**config.mk**
```make
export PLATFORM = sky130hd
export DESIGN_NAME = adc_input_config_regs
export DESIGN_NICKNAME = d
export VERILOG_FILES = /design/src/inc/cfg_pkg.sv /design/src/inc/cfg_word_if.sv /design/src/rtl/serial_word_rx.sv /design/src/rtl/adc_input_config_regs.sv
export SDC_FILE = /design/constraint.sdc
export NUM_CORES = 1
export LEC_CHECK = 0
export BUFFER_PORTS_ARGS = -buffer_cell sky130_fd_sc_hd__buf_4
export CORE_UTILIZATION = 35
export DETAILED_ROUTE_END_ITERATION = 8
export SYNTH_ARGS = -nofsm -noshare
export SYNTH_HDL_FRONTEND = slang
export SYNTH_HIERARCHICAL = 1
export SYNTH_SLANG_ARGS = --single-unit
```
**constraint.sdc**
```tcl
create_clock -name SYS_CLK -period 1.9 [get_ports SYS_CLK]
set_clock_uncertainty 0.05 [all_clocks]
set_input_delay 0.285 -clock SYS_CLK [delete_from_list [all_inputs] [get_ports SYS_CLK]]
set_output_delay 0.285 -clock SYS_CLK [all_outputs]
set_load 0.02 [all_outputs]
```
**src/inc/cfg_pkg.sv**
```systemverilog
// Shared constants and types for the input-configuration register bank
package cfg_pkg;

	// ==========================================================
	// Serial configuration word layout
	localparam int WORD_BITS = 16;
	localparam int CONFIG_FLAG_BIT = 15;
	localparam int SEL_HI = 15;
	localparam int SEL_LO = 11;
	localparam int FIELD_HI = 10;
	localparam int FIELD_LO = 3;
	localparam int COMMON_BIT = 2;

	// ==========================================================
	// Register selection codes in word bits 15:11
	localparam logic [4:0] PSEUDO_DIFF_SELECT_CODE = 5'h11;
	localparam logic [4:0] BIPOLAR_SELECT_CODE = 5'h12;
	localparam logic [4:0] UPPER_SCAN_SELECT_CODE = 5'h14;

	// ==========================================================
	// Reset values and fixed channel numbers
	localparam logic [7:0] PAIR_FIELD_RST = 8'h00;
	localparam logic [7:0] SCAN_FIELD_RST = 8'h00;
	localparam logic COMMON_REF_RST = 1'b0;
	localparam logic [15:0] MODE_WORD_RST = 16'h0000;
	localparam logic [3:0] COMMON_INPUT_CH = 4'hF;
	localparam logic [3:0] FIRST_CH = 4'h0;

	// ==========================================================
	// Where the negative side of a conversion comes from
	typedef enum logic [1:0] {
		NEG_GROUND,
		NEG_PARTNER,
		NEG_COMMON
	} neg_source_e;

endpackage

```
**src/inc/cfg_word_if.sv**
```systemverilog
// Carrier for received 16-bit words between receiver and register bank
`timescale 1ns/1ps
interface cfg_word_if;
	logic [15:0] word;
	logic valid;

	modport source (
		output word,
		output valid
	);
	modport sink (
		input word,
		input valid
	);
endinterface

```
**src/rtl/serial_word_rx.sv**
```systemverilog
// Serial word receiver: synchronises the pins and assembles 16-bit words
`timescale 1ns/1ps
module serial_word_rx
	import cfg_pkg::*;
#(
	parameter int WORD_W = WORD_BITS
) (
	input wire logic clk,
	input wire logic rst_n,
	input wire logic cs_n_pin,
	input wire logic sclk_pin,
	input wire logic din_pin,
	cfg_word_if.source out
);
	localparam int CNT_W = $clog2(WORD_W + 1);

	// ==========================================================
	// Elaboration check
	if (WORD_W != WORD_BITS) begin : g_bad_width
		$error("serial_word_rx: word width must match the configuration word");
	end

	// ==========================================================
	// Pin synchronisers, two stages each
	logic [2:0] meta_q;
	logic [2:0] meta_d;
	logic [2:0] sync_q;
	logic [2:0] sync_d;
	logic sclk_prev_q;
	logic sclk_prev_d;

	// First stage feeds only the second stage
	always_comb begin
		meta_d = {cs_n_pin, sclk_pin, din_pin};
		sync_d = meta_q;
		sclk_prev_d = sync_q[1];
	end

	always_ff @(posedge clk) begin
		if (!rst_n) begin
			meta_q <= 3'h7;
			sync_q <= 3'h7;
			sclk_prev_q <= 1'b1;
		end else begin
			meta_q <= meta_d;
			sync_q <= sync_d;
			sclk_prev_q <= sclk_prev_d;
		end
	end

	// ==========================================================
	// Shift register and bit counter
	logic [WORD_W-1:0] shift_q;
	logic [WORD_W-1:0] shift_d;
	logic [CNT_W-1:0] cnt_q;
	logic [CNT_W-1:0] cnt_d;
	logic valid_q;
	logic valid_d;
	logic sclk_fall;

	// Data is taken on falling link clock edges, MSB first;
	// bits beyond the sixteenth of a frame are dropped
	always_comb begin
		sclk_fall = sclk_prev_q & ~sync_q[1];
		shift_d = shift_q;
		cnt_d = cnt_q;
		valid_d = 1'b0;
		if (sync_q[2]) begin
			cnt_d = '0;
		end else if (sclk_fall && cnt_q != CNT_W'(WORD_W)) begin
			shift_d = {shift_q[WORD_W-2:0], sync_q[0]};
			cnt_d = cnt_q + CNT_W'(1);
			valid_d = (cnt_q == CNT_W'(WORD_W - 1));
		end
	end

	always_ff @(posedge clk) begin
		if (!rst_n) begin
			shift_q <= '0;
			cnt_q <= '0;
			valid_q <= 1'b0;
		end else begin
			shift_q <= shift_d;
			cnt_q <= cnt_d;
			valid_q <= valid_d;
		end
	end

	assign out.word = shift_q;
	assign out.valid = valid_q;
endmodule

```
**src/rtl/adc_input_config_regs.sv**
```systemverilog
// Input-configuration register bank and per-channel conversion decode
`timescale 1ns/1ps

// Behaviour
// - Word code 10001 in bits 15:11 writes the pseudo-differential pair register.
// - Word code 10010 in bits 15:11 writes the bipolar pair register.
// - Word code 10100 in bits 15:11 writes the upper-half scan enable register.
// - Pseudo-diff bits 10..3 set pairs 0/1..14/15 pseudo-differential; reset zero.
// - Pseudo-diff bit 2 refers inputs 0..14 to channel 15; reset zero.
// - Bipolar bits 10..3 select bipolar differential per pair; reset zero.
// - Scan bits 10..3 include channels 15..8 in custom scan; reset zero.
// - Common reference on: inputs 0..14 convert against common input, straight binary.
// - Only bipolar pair bit set: differential pair, two's complement coding.
// - Pseudo-diff pair bit set: differential pair, straight binary coding.
// - Both pair bits set: pseudo-diff setting wins, straight binary.
// - First serial bit one marks configuration; zero marks mode control.
// - Channel select always picks channel; in custom scan, scan bits decide if it is enabled.
module adc_input_config_regs
	import cfg_pkg::*;
(
	input wire logic SYS_CLK,
	input wire logic RST_N,
	input wire logic CS_N,
	input wire logic SCLK,
	input wire logic DIN,
	input wire logic [3:0] CHANNEL_SELECT,
	input wire logic CUSTOM_SCAN_MODE,
	input wire logic [7:0] LOWER_SCAN_ENABLE,
	output logic [7:0] PSEUDO_DIFF_PAIRS,
	output logic COMMON_REFERENCE_ENABLE,
	output logic [7:0] BIPOLAR_PAIRS,
	output logic [15:0] SCAN_ENABLE_VECTOR,
	output logic [15:0] MODE_WORD,
	output logic MODE_WORD_STROBE,
	output logic [3:0] CONV_POS_CHANNEL,
	output logic [1:0] CONV_NEG_SOURCE,
	output logic CONV_TWOS_COMPLEMENT,
	output logic CONV_CHANNEL_ENABLED
);

	// ==========================================================
	// Helper functions
	// Word bit 10 belongs to pair 0, bit 3 to pair 7
	function automatic logic [7:0] field_to_pairs(input logic [15:0] w);
		logic [7:0] p;
		p = '0;
		for (int i = 0; i < 8; i++) begin
			p[i] = w[FIELD_HI - i];
		end
		return p;
	endfunction

	// Selection code match, used by each register write
	function automatic logic code_hit(input logic [15:0] w, input logic [4:0] code);
		return w[SEL_HI:SEL_LO] == code;
	endfunction

	// ==========================================================
	// Elaboration checks on the shared word layout
	// The pair decode walks exactly eight field bits, one per pair
	if (FIELD_HI - FIELD_LO != 7) begin : g_bad_field
		$error("adc_input_config_regs: pair field must be eight bits wide");
	end
	// Selection codes are compared as five-bit values
	if (SEL_HI - SEL_LO != 4) begin : g_bad_code
		$error("adc_input_config_regs: selection code must be five bits wide");
	end
	// The common bit must not overlap a pair bit or the selection code
	if (COMMON_BIT >= FIELD_LO) begin : g_bad_common
		$error("adc_input_config_regs: common bit must sit below the pair field");
	end
	// The configuration flag doubles as the top bit of every selection code
	if (CONFIG_FLAG_BIT != SEL_HI) begin : g_bad_flag
		$error("adc_input_config_regs: configuration flag must be the code's top bit");
	end
	// Every field must lie inside the received word
	if (SEL_HI >= WORD_BITS) begin : g_bad_word
		$error("adc_input_config_regs: field lies outside the configuration word");
	end

	// ==========================================================
	// Serial receiver
	cfg_word_if rx_word ();

	serial_word_rx #(
		.WORD_W(WORD_BITS)
	) u_rx (
		.clk(SYS_CLK),
		.rst_n(RST_N),
		.cs_n_pin(CS_N),
		.sclk_pin(SCLK),
		.din_pin(DIN),
		.out(rx_word.source)
	);

	// ==========================================================
	// Configuration registers
	logic [7:0] pseudo_pairs_q;
	logic [7:0] pseudo_pairs_d;
	logic common_ref_q;
	logic common_ref_d;
	logic [7:0] bipolar_pairs_q;
	logic [7:0] bipolar_pairs_d;
	logic [7:0] upper_scan_q;
	logic [7:0] upper_scan_d;
	logic [15:0] mode_word_q;
	logic [15:0] mode_word_d;
	logic mode_strobe_q;
	logic mode_strobe_d;
	logic is_config;

	// Write decode; other configuration codes belong to other banks
	always_comb begin
		pseudo_pairs_d = pseudo_pairs_q;
		common_ref_d = common_ref_q;
		bipolar_pairs_d = bipolar_pairs_q;
		upper_scan_d = upper_scan_q;
		mode_word_d = mode_word_q;
		mode_strobe_d = 1'b0;
		is_config = rx_word.word[CONFIG_FLAG_BIT];
		if (rx_word.valid && is_config) begin
			// Bits 2:0 or 1:0 of each word fall outside every field
			if (code_hit(rx_word.word, PSEUDO_DIFF_SELECT_CODE)) begin
				pseudo_pairs_d = field_to_pairs(rx_word.word);
				common_ref_d = rx_word.word[COMMON_BIT];
			end
			if (code_hit(rx_word.word, BIPOLAR_SELECT_CODE)) begin
				bipolar_pairs_d = field_to_pairs(rx_word.word);
			end
			if (code_hit(rx_word.word, UPPER_SCAN_SELECT_CODE)) begin
				upper_scan_d = rx_word.word[FIELD_HI:FIELD_LO];
			end
		end else if (rx_word.valid) begin
			// Mode control words are handed on untouched
			mode_word_d = rx_word.word;
			mode_strobe_d = 1'b1;
		end
	end

	// All fields start cleared
	always_ff @(posedge SYS_CLK) begin
		if (!RST_N) begin
			pseudo_pairs_q <= PAIR_FIELD_RST;
			common_ref_q <= COMMON_REF_RST;
			bipolar_pairs_q <= PAIR_FIELD_RST;
			upper_scan_q <= SCAN_FIELD_RST;
			mode_word_q <= MODE_WORD_RST;
			mode_strobe_q <= 1'b0;
		end else begin
			pseudo_pairs_q <= pseudo_pairs_d;
			common_ref_q <= common_ref_d;
			bipolar_pairs_q <= bipolar_pairs_d;
			upper_scan_q <= upper_scan_d;
			mode_word_q <= mode_word_d;
			mode_strobe_q <= mode_strobe_d;
		end
	end

	// ==========================================================
	// Conversion decode for the selected channel
	logic [3:0] pos_ch_q;
	logic [3:0] pos_ch_d;
	neg_source_e neg_src_q;
	neg_source_e neg_src_d;
	logic twos_q;
	logic twos_d;
	logic enabled_q;
	logic enabled_d;
	logic [2:0] pair_idx;
	logic [15:0] scan_vec;

	// Priority: common reference, then pseudo-diff, then bipolar.
	// Channel 15 is the common input itself, so it never refers to itself.
	always_comb begin
		pair_idx = CHANNEL_SELECT[3:1];
		scan_vec = {upper_scan_q, LOWER_SCAN_ENABLE};
		pos_ch_d = CHANNEL_SELECT;
		neg_src_d = NEG_GROUND;
		twos_d = 1'b0;
		if (common_ref_q && CHANNEL_SELECT != COMMON_INPUT_CH) begin
			neg_src_d = NEG_COMMON;
		end else if (pseudo_pairs_q[pair_idx]) begin
			// Pseudo-diff wins over bipolar on the same pair
			pos_ch_d = {pair_idx, 1'b0};
			neg_src_d = NEG_PARTNER;
		end else if (bipolar_pairs_q[pair_idx]) begin
			pos_ch_d = {pair_idx, 1'b0};
			neg_src_d = NEG_PARTNER;
			twos_d = 1'b1;
		end
		// Otherwise single-ended to ground in straight binary
		enabled_d = CUSTOM_SCAN_MODE ? scan_vec[CHANNEL_SELECT] : 1'b1;
	end

	// Registered so the decode never glitches while the channel changes
	always_ff @(posedge SYS_CLK) begin
		if (!RST_N) begin
			pos_ch_q <= FIRST_CH;
			neg_src_q <= NEG_GROUND;
			twos_q <= 1'b0;
			enabled_q <= 1'b1;
		end else begin
			pos_ch_q <= pos_ch_d;
			neg_src_q <= neg_src_d;
			twos_q <= twos_d;
			enabled_q <= enabled_d;
		end
	end

	// ==========================================================
	// Outputs; all but the lower scan half come from flip-flops.
	// The lower half belongs to another bank and passes straight through.
	assign PSEUDO_DIFF_PAIRS = pseudo_pairs_q;
	assign COMMON_REFERENCE_ENABLE = common_ref_q;
	assign BIPOLAR_PAIRS = bipolar_pairs_q;
	assign SCAN_ENABLE_VECTOR = {upper_scan_q, LOWER_SCAN_ENABLE};
	assign MODE_WORD = mode_word_q;
	assign MODE_WORD_STROBE = mode_strobe_q;
	assign CONV_POS_CHANNEL = pos_ch_q;
	assign CONV_NEG_SOURCE = neg_src_q;
	assign CONV_TWOS_COMPLEMENT = twos_q;
	assign CONV_CHANNEL_ENABLED = enabled_q;
endmodule

```
==> metrics.md <==
| Metric | Value |
|---|---|
| Initial DRT Pass Iterations | 6 |
| Peak supply drop | 0.300 mV |
| Final count of negative-setup-slack endpoints | 0 |
| H-tree Lvls | 3 |
| Worst Hold Launch | CUSTOM_SCAN_MODE |
| Antenna violations before repair | 0 |
| Buffers added on ports | 75 |
| Post-layout minimum cycle time | 1.75 ns |
| Cts hold-fix bufs | 0 |
| Via density | 4.86 |
| CP peak stage delay | 0.37 ns |
| Final max-slew violation count | 0 |
| Hold Path Depth | 2 |
| Number of synthesized register bits | 79 |
| Aggregate routed wire length | 6870 microns |
| YS warnings | 6 |
| Global-route wire length before repair | 11400 microns |
| Setup repair bufs after CTS | 0 |
| Routed wire per std cell | 14.3 microns |
| Initial drt markers | 96 |
| Worst skew pair latency | 0.34 ns |
| Worst slew margin relative to its limit | 53.3% |
| Total via count in the routed design | 2339 |
| Biggest area consumer among synthesized cells | sky130_fd_sc_hd__dfxtp_1 |
| DRC | 0 |
| Required @ worst endpoint | 2.08 ns |
| Net count after synthesis | 322 |
| Summed instance area of the synthesized netlist | 3130 sq um |
| Slew at the pin with the worst max-slew slack | 0.700 ns |
| Effective utilization at floorplan | 36.1% |
| Reg-to-reg critical path startpoint | u_rx/cnt_q[0] |
| Fillcell total | 849 |
| Flip-flop cell with the highest count after synthesis | sky130_fd_sc_hd__dfxtp_1 |
| Async set-or-reset flop fraction in the synthesized netlist | 0% |
| Width of the die | 96.6 microns |
| Cell-by-cell listing of the critical path | inv_1 -> ha_1 -> and4bb_1 -> or3_1 -> buf_4 -> mux2i_1 |
| Synth top area cells | sky130_fd_sc_hd__dfxtp_1 50%, sky130_fd_sc_hd__mux2i_1 14%, sky130_fd_sc_hd__nand2_1 6.1% |
| Leakage power total | 1.85 nW |
| Final count of hold timing violations | 0 |
| Slowest cell on the critical path | sky130_fd_sc_hd__dfxtp_1 |
| Clock Tree Root | sky130_fd_sc_hd__clkbuf_8 |
| Number of global-route vias before repair | 2193 |
| Number of enable flip-flop cells after synthesis | 0 |
| Number of primary I/O pins | 76 |
| Share of Yosys cell area claimed by the top area cell type | 50.5% |
| Antenna-violating nets left | 0 |
| Mean Syn Cell Area | 10.4 sq um |
| Category of the worst setup path launch point | flip-flop |
| Sequential fraction of the synthesis area | 50.5% |
| Cell family with the largest share of critical-path delay | simple AND/OR/NAND/NOR gates |
| Clock slew seen by the registers of the worst setup and hold paths | 0.08 ns |
| Total clock buffers created by CTS | 9 |
| Core Footprint | 8680 sq um |
| Clock Sinks | 79 |
| Cells on worst reg2reg path | 6 |
| Worst r2r dst | u_rx/out.word[7] |
| Type of the most critical hold path | in -> reg |
| Count of standard-cell rows | 34 |
| ANT cells | 0 |
| Number of max-cap violations | 0 |
| Crit path capture type | flip-flop |
| Worst reg2reg setup slack | 0.15 ns |
| Last weighted congestion value of the routability-driven placer | 0.751 |
| Total Routing Usage GR | 15.4% |
| Pin count of the biggest net entering global routing | 30 |
| Critical path peak fanout | 16 |
| Setup repair after global routing missed its margin | no |
| Worst endpoint data arrival time | 1.93 ns |
| Final worst path period share | 92.0% |
| # resized after CTS | 0 |
| Die area | 9340 sq um |
| Total negative setup slack | 0 ns |
| DPL Wire Length | 4820 microns |
| Number of instances in the synthesized netlist | 301 |
| Total congestion overflow | 0 |
| Clock Tree Buf Depth | 2 |
| Post-placement cell count | 465 |
| # nets final | 389 |
| Worst path buffer plus inverter count | 2 |
| Post-Layout Cell Count | 481 |
| Worst min-delay path endpoint | CONV_CHANNEL_ENABLED |
| TritonCTS clock tree | yes |
| Pwr Density | 827 nW/um^2 |
| Unique cell type count in the Yosys netlist | 33 |
| Area growth from synthesis to final layout | 24.9% |
| Die outline height | 96.6 microns |
| Result of the run | finished clean |
| Proportion of layout cells with a drive suffix above 1 | 28.7% |
| Class of the most critical setup path | reg -> reg |
| Achievable frequency | 572 MHz |
## worst reg2reg max path, delay by kind of cell, from the launching register on
| family | cells | cell delay [ns] |
|---|---|---|
| AND/OR/NAND/NOR | 2 | 0.55 |
| adder cells (fa/ha/maj) | 1 | 0.21 |
| multiplexers | 1 | 0.15 |
| flip-flops | 1 | 0.37 |
| buffers and inverters | 2 | 0.31 |
## cells in the mapped netlist, types with 2 or more instances
cell and number:
sky130_fd_sc_hd__a21oi_1 18, sky130_fd_sc_hd__nand4_1 2, sky130_fd_sc_hd__mux4_2 8, sky130_fd_sc_hd__clkbuf_1 8, sky130_fd_sc_hd__nor2_1 28, sky130_fd_sc_hd__and4bb_1 2
sky130_fd_sc_hd__nand3_1 3, sky130_fd_sc_hd__or3_1 2, sky130_fd_sc_hd__buf_6 4, sky130_fd_sc_hd__and3_1 3, sky130_fd_sc_hd__nand2b_1 10, sky130_fd_sc_hd__buf_4 10
sky130_fd_sc_hd__dfxtp_1 79, sky130_fd_sc_hd__or4b_1 2, sky130_fd_sc_hd__and2_1 3, sky130_fd_sc_hd__o21ai_0 2, sky130_fd_sc_hd__nand2_1 51, sky130_fd_sc_hd__ha_1 3
sky130_fd_sc_hd__inv_1 3, sky130_fd_sc_hd__nor2b_1 3, sky130_fd_sc_hd__mux2i_1 45
## layout by cell type (no fill, tap or decap), drive strengths merged, types with 3 or more instances in the layout
cell type	count
nand2b	10
buf	80
clkbuf	10
ha	3
and2	3
dfxtp	79
mux2i	45
clkinvlp	3
mux4	8
or4b	3
nand2	51
nor2b	3
a21oi	18
nand3	3
inv	4
and3	4
nor2	28
## power by group
group | internal, mW | switching [mW] | total [mW] | leakage (nW)
Combinational | 0.0704 | 0.0800 | 0.150 | 1.11
Clock | 0.780 | 0.637 | 1.42 | 0.105
Sequential | 1.67 | 0.00389 | 1.67 | 0.639
## per-stage QoR
stage / power, mW / setup slack, ns / util [%] / area (sq um) / hold WS [ns]
global placement: 1.86 / 0.219 / 42.5 / 3690 / 0.340
finish: 3.24 / 0.152 / 45.1 / 3920 / 0.0609
detailed placement: 1.86 / 0.177 / 42.5 / 3690 / 0.341
global route: 3.36 / 0.0450 / 45.1 / 3920 / 0.0535
floorplan: 1.81 / 0.242 / - / 3130 / 0.307
CTS: 3.26 / 0.154 / 45.1 / 3920 / 0.0492
## flip-flops by register name (all words and copies together) (netlist names), 2 cells and up
register / cells
u_rx/cnt_q: 5
CONV_NEG_SOURCE: 2
PSEUDO_DIFF_PAIRS: 8
BIPOLAR_PAIRS: 8
upper_scan_q: 8
u_rx/out.word: 16
u_rx/meta_q: 3
CONV_POS_CHANNEL: 4
u_rx/sync_q: 3
MODE_WORD: 16
## worst max-delay path by stage
stage | start | endpoint | slack [ns] | depth (start not counted)
finish | u_rx/cnt_q[0] | u_rx/out.word[7] | 0.15 | 6
global route | u_rx/out.word[14] | BIPOLAR_PAIRS[5] | 0.05 | 4
CTS | u_rx/cnt_q[0] | u_rx/out.word[7] | 0.15 | 6
detailed placement | u_rx/cnt_q[0] | u_rx/out.word[1] | 0.18 | 6
global placement | u_rx/cnt_q[0] | u_rx/out.word[10] | 0.22 | 6
floorplan | u_rx/cnt_q[0] | u_rx/out.word[6] | 0.24 | 7
## layer usage
layer / global-route usage (%) / routed length [microns] / vias to the layer above / share of wire, %
met4: 7.23 / 139 / 0 / 2.0
met3: 3.76 / 371 / 13 / 5.4
met2: 22.6 / 2890 / 71 / 42
met1: 21.2 / 3460 / 1102 / 50
met5: 0 / 0 / - / 0
li1: - / - / 1153 / -
## area by class of cell
type / count / area, sq um / area share [%]
clock buffer: 10 / 138 / 3.52
clock inverter: 6 / 91.3 / 2.33
sequential: 79 / 1580 / 40.4
tap: 108 / 135 / 3.45
multi-input combinational: 194 / 1350 / 34.6
inverter: 4 / 15.0 / 0.384
timing repair buffer: 80 / 601 / 15.3
## logic make-up after synthesis
| logic type | synth area share, % |
|---|---|
| adders and majority gates | 1.20 |
| AOI/OAI and AO/OA | 4.03 |
| muxes | 20.5 |
| and+or+nand+nor | 17.5 |
| DFF | 50.5 |
| buffers and inverters | 6.35 |
(Power assumes the default switching activity.)
